## src/rtl/dfs_pkg.sv

```systemverilog
// Purpose: Shared constants and state types of the driver fault-status logic.
// Assumes: 50 MHz core clock; 16-bit serial words, shifted least significant bit first.
// Notes: The pin group is held as one packed struct inside the top module; no port uses it.
package dfs_pkg;

    ////////////////////////////////////////////////////////////////////////////////
    // Sizes
    localparam int CHANNELS = 8;
    localparam int PAIRS = 4;
    localparam int PAR_INPUTS = 4;
    localparam int WORD_BITS = 16;
    localparam int CNT_W = 4;
    localparam int FILT_W = 16;

    ////////////////////////////////////////////////////////////////////////////////
    // Timing
    localparam int CLK_MHZ = 50;
    localparam int FILTER_TIME_US = 100;
    localparam int FILTER_CYCLES = FILTER_TIME_US * CLK_MHZ;

    ////////////////////////////////////////////////////////////////////////////////
    // Input word fields
    localparam int IN_ON_LSB = 0;
    localparam int IN_OLEN_LSB = 8;
    // Parallel inputs steer channels five to eight
    localparam int PAR_CH_LSB = 4;

    ////////////////////////////////////////////////////////////////////////////////
    // Output word fields
    localparam int OUT_TW_BIT = 0;
    localparam int OUT_CH_LSB = 1;
    localparam int OUT_PSF_BIT = 15;

    ////////////////////////////////////////////////////////////////////////////////
    // Reset values
    localparam logic [WORD_BITS-1:0] WORD_RST = 16'h0000;
    localparam logic [CHANNELS-1:0] CH_RST = 8'h00;
    localparam logic [CNT_W-1:0] CNT_RST = 4'h0;
    localparam logic [FILT_W-1:0] FILT_RST = 16'h0000;
    localparam logic [FILT_W-1:0] FILT_ONE = 16'h0001;

    typedef struct packed {
        logic en;
        logic csn;
        logic sclk;
        logic sdi;
        logic [PAR_INPUTS-1:0] par;
        logic [CHANNELS-1:0] open_load;
        logic [CHANNELS-1:0] over_current;
        logic [PAIRS-1:0] thermal_warn;
        logic [PAIRS-1:0] thermal_shut;
        logic supply_fault;
    } dfs_pins_t;

    localparam dfs_pins_t PINS_RST = '{csn: 1'b1, default: '0};

    typedef struct packed {
        logic [FILT_W-1:0] cnt;
        logic hit;
    } dfs_filt_t;

endpackage

```

## src/rtl/dfs_filter.sv

```systemverilog
// Purpose: Persistence filter for one channel's over-current or open-load indication.
// Assumes: cond is already synchronised to mclk.
// Notes: hit rises once cond has held for LIMIT cycles and drops with cond.
`timescale 1ns/1ps
module dfs_filter #(
    parameter int LIMIT = dfs_pkg::FILTER_CYCLES
) (
    input wire logic mclk,
    input wire logic arst_n,
    input wire logic clr,
    input wire logic cond,
    output logic hit
);

    dfs_pkg::dfs_filt_t st_q;
    dfs_pkg::dfs_filt_t st_d;

    localparam logic [dfs_pkg::FILT_W-1:0] LIMIT_C = dfs_pkg::FILT_W'(LIMIT);

    ////////////////////////////////////////////////////////////////////////////////
    always_comb begin
        st_d = st_q;
        if (clr || !cond) begin
            st_d.cnt = dfs_pkg::FILT_RST;
            st_d.hit = 1'b0;
        end else if (st_q.cnt + dfs_pkg::FILT_ONE >= LIMIT_C) begin
            // Saturate so a long fault never wraps back to clear
            st_d.cnt = LIMIT_C;
            st_d.hit = 1'b1;
        end else begin
            st_d.cnt = st_q.cnt + dfs_pkg::FILT_ONE;
        end
    end

    always_ff @(posedge mclk or negedge arst_n) begin
        if (!arst_n) begin
            st_q <= '{cnt: dfs_pkg::FILT_RST, hit: 1'b0};
        end else begin
            st_q <= st_d;
        end
    end

    assign hit = st_q.hit;

endmodule // dfs_filter

```

## src/rtl/dfs_top.sv

```systemverilog
// Purpose: Enable, serial frame handling and fault latching of an eight-channel driver.
// Assumes: All pins are asynchronous to mclk and pass two flip-flops first.
// Notes: Serial clock is oversampled; it must stay well below a quarter of mclk.
//
// Operation
// - Enable low resets logic, turns drivers off, clears registers, signals low power.
// - Enable high activates device; parallel inputs then drive channels five to eight.
// - Open load reported only when its diagnostic is enabled and condition present.
// - Open load is not latched and not reported while that driver is on.
// - Open load is captured into the shift word at chip select fall only.
// - Open-load check only when serial on bit and parallel input are both zero.
// - Over-current reported and driver latched off after lasting the filter time.
// - Valid frame with on bit zero clears over-current; next frame may turn on.
// - Thermal warning in output bit zero, following the sensor's hysteretic indication.
// - Thermal warning is sampled and presented only while chip select is low.
// - Thermal shutdown turns off both drivers of the pair and latches their status.
// - Shutdown latch clears when indication gone and valid frame holds bits zero.
// - Load-supply over or undervoltage latched into output bit fifteen.
// - All drivers forced off while the load-supply fault is present.
// - After supply fault ends drivers follow the last valid frame's command.
// - Any valid frame clears the latched supply-fault bit once the supply fault has gone.
// - Over-current and open load recognised only after persisting, one timer per channel.
// - Every latch also clears when enable is toggled low.
// - Chip select fall puts the thermal warning onto serial output at once.
// - Input bits eight to fifteen enable open-load diagnostics per channel.
`timescale 1ns/1ps
module dfs_top #(
    parameter int FILTER_CYCLES = dfs_pkg::FILTER_CYCLES
) (
    input wire logic mclk,
    input wire logic arst_n,
    input wire logic enable_pin,
    input wire logic chip_select_n,
    input wire logic sclk,
    input wire logic sdi,
    output logic sdo,
    output logic sdo_oe_n,
    input wire logic [dfs_pkg::PAR_INPUTS-1:0] parallel_drive_inputs,
    input wire logic [dfs_pkg::CHANNELS-1:0] open_load_det,
    input wire logic [dfs_pkg::CHANNELS-1:0] over_current_det,
    input wire logic [dfs_pkg::PAIRS-1:0] thermal_warn_det,
    input wire logic [dfs_pkg::PAIRS-1:0] thermal_shut_det,
    input wire logic load_supply_fault,
    output logic [dfs_pkg::CHANNELS-1:0] driver_on,
    output logic low_power
);

    typedef struct packed {
        dfs_pkg::dfs_pins_t sync1;
        dfs_pkg::dfs_pins_t sync2;
        logic csn_prev;
        logic sclk_prev;
        logic si_bit;
        logic [dfs_pkg::WORD_BITS-1:0] tx_sr;
        logic [dfs_pkg::WORD_BITS-1:0] rx_sr;
        logic [dfs_pkg::CNT_W-1:0] bit_cnt;
        logic got_bits;
        logic shifted;
        logic [dfs_pkg::CHANNELS-1:0] on_cmd;
        logic [dfs_pkg::CHANNELS-1:0] ol_en;
        logic [dfs_pkg::CHANNELS-1:0] oc_lat;
        logic [dfs_pkg::CHANNELS-1:0] ts_lat;
        logic psf_lat;
        logic [dfs_pkg::CHANNELS-1:0] drv;
        logic sdo;
        logic sdo_oe_n;
        logic low_power;
    } dfs_state_t;

    localparam dfs_state_t STATE_RST = '{
        sync1: dfs_pkg::PINS_RST,
        sync2: dfs_pkg::PINS_RST,
        csn_prev: 1'b1,
        sclk_prev: 1'b0,
        si_bit: 1'b0,
        tx_sr: dfs_pkg::WORD_RST,
        rx_sr: dfs_pkg::WORD_RST,
        bit_cnt: dfs_pkg::CNT_RST,
        got_bits: 1'b0,
        shifted: 1'b0,
        on_cmd: dfs_pkg::CH_RST,
        ol_en: dfs_pkg::CH_RST,
        oc_lat: dfs_pkg::CH_RST,
        ts_lat: dfs_pkg::CH_RST,
        psf_lat: 1'b0,
        drv: dfs_pkg::CH_RST,
        sdo: 1'b0,
        sdo_oe_n: 1'b1,
        low_power: 1'b1
    };

    // Bit counter wraps at the word length, so whole words leave it at zero
    localparam logic [dfs_pkg::CNT_W-1:0] CNT_ONE = dfs_pkg::CNT_W'(1);

    dfs_state_t st_q;
    dfs_state_t st_d;
    dfs_pkg::dfs_pins_t pins;
    logic [dfs_pkg::CHANNELS-1:0] filt_cond;
    logic [dfs_pkg::CHANNELS-1:0] filt_hit;
    logic [dfs_pkg::CHANNELS-1:0] drv_chg;

    ////////////////////////////////////////////////////////////////////////////////
    // Helpers

    // Spread a per-pair flag onto both channels of the pair
    function automatic logic [dfs_pkg::CHANNELS-1:0] pair_to_ch(
        input logic [dfs_pkg::PAIRS-1:0] p
    );
        logic [dfs_pkg::CHANNELS-1:0] c;
        c = dfs_pkg::CH_RST;
        for (int i = 0; i < dfs_pkg::PAIRS; i++) begin
            c[2*i] = p[i];
            c[2*i+1] = p[i];
        end
        return c;
    endfunction

    // Place the parallel inputs on channels five to eight
    function automatic logic [dfs_pkg::CHANNELS-1:0] par_to_ch(
        input logic [dfs_pkg::PAR_INPUTS-1:0] p
    );
        logic [dfs_pkg::CHANNELS-1:0] c;
        c = dfs_pkg::CH_RST;
        c[dfs_pkg::PAR_CH_LSB +: dfs_pkg::PAR_INPUTS] = p;
        return c;
    endfunction

    // Rising edge of a synchronised level, against its value one cycle earlier
    function automatic logic went_high(
        input logic prev,
        input logic cur
    );
        return !prev && cur;
    endfunction

    // Falling counterpart of went_high
    function automatic logic went_low(
        input logic prev,
        input logic cur
    );
        return prev && !cur;
    endfunction

    // Status word as it is loaded at chip select fall; bits nine to fourteen stay zero
    function automatic logic [dfs_pkg::WORD_BITS-1:0] status_word(
        input logic warn,
        input logic [dfs_pkg::CHANNELS-1:0] ch_fault,
        input logic supply
    );
        logic [dfs_pkg::WORD_BITS-1:0] w;
        w = dfs_pkg::WORD_RST;
        w[dfs_pkg::OUT_TW_BIT] = warn;
        w[dfs_pkg::OUT_CH_LSB +: dfs_pkg::CHANNELS] = ch_fault;
        w[dfs_pkg::OUT_PSF_BIT] = supply;
        return w;
    endfunction

    // Drivers follow the command unless a latch, live shutdown or supply fault forbids
    function automatic logic [dfs_pkg::CHANNELS-1:0] drive_mask(
        input logic [dfs_pkg::CHANNELS-1:0] want,
        input logic [dfs_pkg::CHANNELS-1:0] blocked,
        input logic supply_bad
    );
        return want & ~blocked & {dfs_pkg::CHANNELS{!supply_bad}};
    endfunction

    // Over-current is watched while a driver is on, open load while it is off;
    // one timer can then serve both
    function automatic logic watch(
        input logic on,
        input logic oc,
        input logic ol,
        input logic ol_enabled
    );
        return on ? oc : (ol && ol_enabled);
    endfunction

    ////////////////////////////////////////////////////////////////////////////////
    // Pin packing
    always_comb begin
        pins.en = enable_pin;
        pins.csn = chip_select_n;
        pins.sclk = sclk;
        pins.sdi = sdi;
        pins.par = parallel_drive_inputs;
        pins.open_load = open_load_det;
        pins.over_current = over_current_det;
        pins.thermal_warn = thermal_warn_det;
        pins.thermal_shut = thermal_shut_det;
        pins.supply_fault = load_supply_fault;
    end

    ////////////////////////////////////////////////////////////////////////////////
    // Per-channel filters
    // One timer per channel serves both faults: over-current only matters while the
    // driver is on and open load only while it is off, so they never compete.
    always_comb begin
        for (int i = 0; i < dfs_pkg::CHANNELS; i++) begin
            filt_cond[i] = watch(st_q.drv[i], st_q.sync2.over_current[i],
                                 st_q.sync2.open_load[i], st_q.ol_en[i]);
        end
    end

    // A driver that switches hands its timer to the other fault, so the count restarts;
    // otherwise an open-load hit still held at turn-on would latch a false over-current
    // in the very next cycle.
    assign drv_chg = st_d.drv ^ st_q.drv;

    for (genvar g = 0; g < dfs_pkg::CHANNELS; g++) begin : g_filt
        dfs_filter #(
            .LIMIT(FILTER_CYCLES)
        ) u_filt (
            .mclk(mclk),
            .arst_n(arst_n),
            .clr(!st_q.sync2.en || drv_chg[g]),
            .cond(filt_cond[g]),
            .hit(filt_hit[g])
        );
    end

    ////////////////////////////////////////////////////////////////////////////////
    // Next state
    always_comb begin
        logic en;
        logic cs_fall;
        logic cs_rise;
        logic sclk_rise;
        logic sclk_fall;
        logic frame_ok;
        logic tw_now;
        logic vs_bad;
        logic [dfs_pkg::CHANNELS-1:0] new_on;
        logic [dfs_pkg::CHANNELS-1:0] cmd;
        logic [dfs_pkg::CHANNELS-1:0] ts_now;
        logic [dfs_pkg::CHANNELS-1:0] ol_now;
        logic [dfs_pkg::CHANNELS-1:0] oc_set;
        logic [dfs_pkg::WORD_BITS-1:0] status;

        st_d = st_q;
        st_d.sync1 = pins;
        st_d.sync2 = st_q.sync1;
        st_d.csn_prev = st_q.sync2.csn;
        st_d.sclk_prev = st_q.sync2.sclk;

        en = st_q.sync2.en;
        cs_fall = went_low(st_q.csn_prev, st_q.sync2.csn);
        cs_rise = went_high(st_q.csn_prev, st_q.sync2.csn);
        sclk_rise = went_high(st_q.sclk_prev, st_q.sync2.sclk) && !st_q.sync2.csn;
        sclk_fall = went_low(st_q.sclk_prev, st_q.sync2.sclk) && !st_q.sync2.csn;
        frame_ok = cs_rise && st_q.got_bits && (st_q.bit_cnt == dfs_pkg::CNT_RST);
        new_on = st_q.rx_sr[dfs_pkg::IN_ON_LSB +: dfs_pkg::CHANNELS];
        tw_now = |st_q.sync2.thermal_warn;
        vs_bad = st_q.sync2.supply_fault;
        ts_now = pair_to_ch(st_q.sync2.thermal_shut);
        cmd = st_q.on_cmd | par_to_ch(st_q.sync2.par);

        // Open load: not latched, only for channels commanded off both ways
        ol_now = filt_hit & st_q.ol_en & ~cmd & ~st_q.drv & {dfs_pkg::CHANNELS{!vs_bad}};
        oc_set = filt_hit & st_q.drv;

        status = status_word(
            tw_now,
            st_q.oc_lat | st_q.ts_lat | ol_now,
            st_q.psf_lat
        );

        // Bits are taken on the synchronised rising serial edge and shifted out on the
        // falling one, some three core cycles after the pins; hence the speed limit.
        if (cs_fall) begin
            st_d.tx_sr = status;
            st_d.bit_cnt = dfs_pkg::CNT_RST;
            st_d.got_bits = 1'b0;
            st_d.shifted = 1'b0;
        end else if (!st_q.sync2.csn && !st_q.shifted) begin
            // Warning bit keeps tracking until the first bit leaves
            st_d.tx_sr[dfs_pkg::OUT_TW_BIT] = tw_now;
        end
        if (sclk_rise) begin
            st_d.si_bit = st_q.sync2.sdi;
            st_d.rx_sr = {st_q.sync2.sdi, st_q.rx_sr[dfs_pkg::WORD_BITS-1:1]};
            st_d.bit_cnt = st_q.bit_cnt + CNT_ONE;
            st_d.got_bits = 1'b1;
        end
        if (sclk_fall) begin
            // Received bits ride through the output register for daisy chaining
            st_d.tx_sr = {st_q.si_bit, st_q.tx_sr[dfs_pkg::WORD_BITS-1:1]};
            st_d.shifted = 1'b1;
        end

        // Frame commit and clearing of latches
        // A frame of the wrong length leaves commands and latches untouched
        if (frame_ok) begin
            st_d.on_cmd = new_on;
            st_d.ol_en = st_q.rx_sr[dfs_pkg::IN_OLEN_LSB +: dfs_pkg::CHANNELS];
            st_d.oc_lat = st_q.oc_lat & new_on;
            st_d.ts_lat = st_q.ts_lat & (new_on | ts_now);
            st_d.psf_lat = 1'b0;
        end

        // Setting wins over a clear in the same cycle
        st_d.oc_lat = st_d.oc_lat | oc_set;
        st_d.ts_lat = st_d.ts_lat | ts_now;
        st_d.psf_lat = st_d.psf_lat | vs_bad;

        // Drivers: command masked by latches, live shutdown and supply state.
        // The stored command survives a supply fault, so drivers come back by themselves.
        cmd = st_d.on_cmd | par_to_ch(st_q.sync2.par);
        st_d.drv = drive_mask(cmd, st_d.oc_lat | st_d.ts_lat | ts_now,
                              vs_bad);

        st_d.sdo = st_d.tx_sr[0];
        st_d.sdo_oe_n = st_q.sync2.csn;
        st_d.low_power = 1'b0;

        // Enable low acts as a logic reset; the pin chain keeps sampling
        // Every latch goes with it, so toggling enable clears all faults
        if (!en) begin
            st_d = STATE_RST;
            st_d.sync1 = pins;
            st_d.sync2 = st_q.sync1;
            st_d.csn_prev = st_q.sync2.csn;
            st_d.sclk_prev = st_q.sync2.sclk;
        end
    end

    always_ff @(posedge mclk or negedge arst_n) begin
        if (!arst_n) begin
            st_q <= STATE_RST;
        end else begin
            st_q <= st_d;
        end
    end

    ////////////////////////////////////////////////////////////////////////////////
    // Outputs
    // Every output comes straight from a flip-flop
    assign sdo = st_q.sdo;
    assign sdo_oe_n = st_q.sdo_oe_n;
    assign driver_on = st_q.drv;
    assign low_power = st_q.low_power;

endmodule // dfs_top

```

## config.mk

```make
export PLATFORM = sky130hd
export DESIGN_NAME = dfs_top
export DESIGN_NICKNAME = d
export VERILOG_FILES = /design/src/rtl/dfs_pkg.sv /design/src/rtl/dfs_filter.sv /design/src/rtl/dfs_top.sv
export SDC_FILE = /design/constraint.sdc
export NUM_CORES = 1
export LEC_CHECK = 0
export BUFFER_PORTS_ARGS = -buffer_cell sky130_fd_sc_hd__buf_4
export CAP_MARGIN = 20
export CORE_MARGIN = 2
export CORE_UTILIZATION = 67
export CTS_CLUSTER_SIZE = 10
export DETAILED_ROUTE_END_ITERATION = 6
export PLACE_DENSITY = 0.85
export SLEW_MARGIN = 20
export SYNTH_ARGS = -nofsm -noshare
export SYNTH_HDL_FRONTEND = slang
export SYNTH_HIERARCHICAL = 1
export SYNTH_SLANG_ARGS = --single-unit
```

## constraint.sdc

```tcl
create_clock -name mclk -period 5.2 [get_ports mclk]
set_clock_uncertainty 0.1 [all_clocks]
set_input_delay 1.3 -clock mclk [delete_from_list [all_inputs] [get_ports mclk]]
set_output_delay 1.3 -clock mclk [all_outputs]
set_load 0.01 [all_outputs]
```

==> flow_summary.toml <==
[status]
status = "finished, final reports clean"

[drt]
drt_iter0_drc = 925
vias_per_cell = 6.551
avgRoutedWirePerCell_um = 18.66
wl_mm = 31.37
drcViolationCount = 0
route.vias.total = 11012
first_pass_iters = 7
ant_nets = 0

[synthesis]
seq_area_frac_synth_pct = 49.03
syn_area_um2 = 14610
ys_ff_latch = 286
syn_area_per_cell_um2 = 10.83
synthTopCellsByArea = "dfrtp_1 (48%), xnor2_1 (5.6%), nor4_1 (3.8%), nand2_1 (2.5%), a21oi_1 (2.1%)"
yosys.area.top_type = "dfrtp_1"
synth-main-ff-cell = "dfrtp_1"
synth_warnings = 6
netlist_instances = 1349
synth_edf_count = 0
synth_top_area_share_pct = 48.13
async_flop_share_pct = 100.0
ys_types = 65

[clocking]
clkSinkCount = 286
root_buffer = "clkbuf_16"
cts_resized = 0
cts_buffers = 35
cts_max_level = 2
clockBufferDepth = 3
cts_tree = "done"
cts_setup_buffers = 0
clk_latency_ns = 0.50
cts_hold_buf = 0
clk_pin_slew_ns = 0.05

[global_routing]
gr-usage-all-layers_pct = 28.36
grt_max_degree = 133
grt_pass1_vias = 10789
overflow = 0
antenna_found_initial = 0
grt_first_pass_wirelength_mm = 52.81

[layout]
diodes = 0
final_util_pct = 73.99
regArea_um2 = 7163
multi_input_area_um2 = 6953
layout_commonest_cell = "dfrtp_1"
num-nets-final = 1426
fillers = 1433
drive_above_1_share_pct = 13.28
final_cell_mix = "dfrtp_1 (281), nand2_1 (96), xnor2_1 (93)"
area_growth_pct = 9.489

[die]
die-area_um2 = 23000
core-area_um2 = 21620
die_h_um = 151.7
initial_core_util_pct = 67.58
rows = 54
ios = 46
die_w_um = 151.7

[power_and_ir_drop]
p_switching_uw = 1014
vdd_drop_max_mv = 0.2905
power_density_nw_per_um2 = 292.4
swShare_pct = 21.67
seqPwrFrac_pct = 49.6
p_int_uw = 3664
leakagePower_uw = 0.006250
pwr-share-comb_pct = 3.9
clkPwrFrac_pct = 46.4

[sta]
report.final.slew_viol_count = 0
period_minus_slack_ns = 3.756
tightest_slew_ns = 1.020
rsz0062_at_grt = "no"
period_share_pct = 72.23
fmax_ghz = 0.2663
tns_ns = 0
hold_viol_final = 0
whs_ns = 0.2380
max_slew_margin_pct = 31.74
finalSetupViolations = 0

[flow_run]
drv_cap = 0

[worst_setup_path]
required_ns = 5.49
crit_path_end_kind = "flop"
worstPathArrival_ns = 4.05
crit_path_start_kind = "flop"
worstPathMaxFanout = 16
critical_path_class = "flop to flop"

[placement]
portBuffers = 45
place_hpwl_mm = 20.34
place_congestion = 0.8587

[hold_path]
worstHoldPathType = "flop to flop"
-- worst paths after layout --
kind	start	to	slack [ns]	cells after the start
worst max-delay path	st_q[116]$_DFF_PN1_	g_filt[5].u_filt/st_q[6]$_DFF_PN0_	1.44	8
worst min-delay path	st_q[142]$_DFF_PN0_	st_q[109]$_DFF_PN0_	0.24	0
worst max register to register	st_q[116]$_DFF_PN1_	g_filt[5].u_filt/st_q[6]$_DFF_PN0_	1.44	8
worst min register to register	st_q[142]$_DFF_PN0_	st_q[109]$_DFF_PN0_	0.24	0
max in group asynchronous	arst_n	sdo_oe_n$_DFF_PN1_	3.55	2
min in group asynchronous	arst_n	g_filt[0].u_filt/st_q[14]$_DFF_PN0_	0.64	1
-- sequential cells by signal, indices dropped and copies added (netlist names) --
register            cells
g_filt.u_filt/hit       8
low_power               1
driver_on               8
sdo_oe_n                1
st_q                  140
g_filt.u_filt/st_q    128
-- layout make-up --
type / count / area share (%)
multi-input cells: 985 / 43.46
flip-flops and latches: 286 / 44.78
clock inverters: 1 / 0.03129
inverters: 22 / 0.5162
clock buffers: 56 / 6.296
well taps: 280 / 2.190
repair buffers: 51 / 2.722
-- critical path: stages (launching register included) --
cell and delay, ns:
dfstp_2 0.59, or4b_1 0.62, nor2_1 0.83, o311a_1 0.24, o211a_1 0.19, mux2_4 0.31
and2b_1 0.30, nand2b_1 0.18, nor4_1 0.29
-- metrics by stage --
step | total power [uW] | worst slack, ns | area, um^2 | cells
final | 4678 | 1.444 | 16000 | 1681
after global routing | 4835 | 1.207 | 16000 | 1681
after CTS | 4717 | 1.439 | 15970 | 1680
after detailed placement | 2539 | 1.432 | 14960 | 1623
after global placement | 2530 | 1.629 | 14960 | 1623
after floorplan | 2436 | 2.396 | 14670 | 1365
-- cell usage after synthesis, types with 9 or more instances --
| master | number |
|---|---|
| ha_1 | 10 |
| and3_1 | 16 |
| o21ai_0 | 48 |
| nand4_1 | 32 |
| a22o_1 | 23 |
| a31oi_1 | 45 |
| nand4b_1 | 16 |
| dfrtp_1 | 281 |
| buf_4 | 32 |
| clkbuf_1 | 15 |
| o311a_1 | 12 |
| a21oi_1 | 60 |
| and2b_1 | 25 |
| nand2b_1 | 28 |
| nor2_1 | 65 |
| nor2b_1 | 17 |
| xor2_1 | 16 |
| nor4b_1 | 9 |
| buf_2 | 17 |
| xnor2_1 | 93 |
| nor4_1 | 89 |
| inv_1 | 21 |
| nand3_1 | 49 |
| nor3_1 | 24 |
| and3_4 | 10 |
| nand2_1 | 96 |
-- routing by layer --
metal / share of wire (%) / GRT usage [%] / up-vias
met3: 4.9 / 3.772 / 99
met5: 0 / 0 / -
met4: 3.5 / 11.53 / 0
li1: - / - / 5086
met2: 50 / 47.00 / 368
met1: 42 / 38.13 / 5459
-- power by group through the flow --
stage / clock (uW) / combinational, uW / sequential (uW)
3_3_place_gp: 0 / 175 / 2360
5_1_grt: 2300 / 209 / 2330
2_1_floorplan: 0 / 92.1 / 2340
6_report: 2170 / 184 / 2320
3_5_place_dp: 0 / 181 / 2360
4_1_cts: 2210 / 184 / 2320
-- logic make-up (layout without fill, tap and decap cells) --
kind of cell	count (synthesis)	after routing	synth area share, %
xor+xnor	109	109	6.534
compound gates	270	270	13.88
mux	5	5	0.4196
simple gates	567	567	25.28
flops	286	286	49.03
fa+ha+maj	10	10	0.8564
buf+inv	94	130	3.794
other cells	8	24	0.2055
Note: power is estimated with default switching activity, not from simulation.
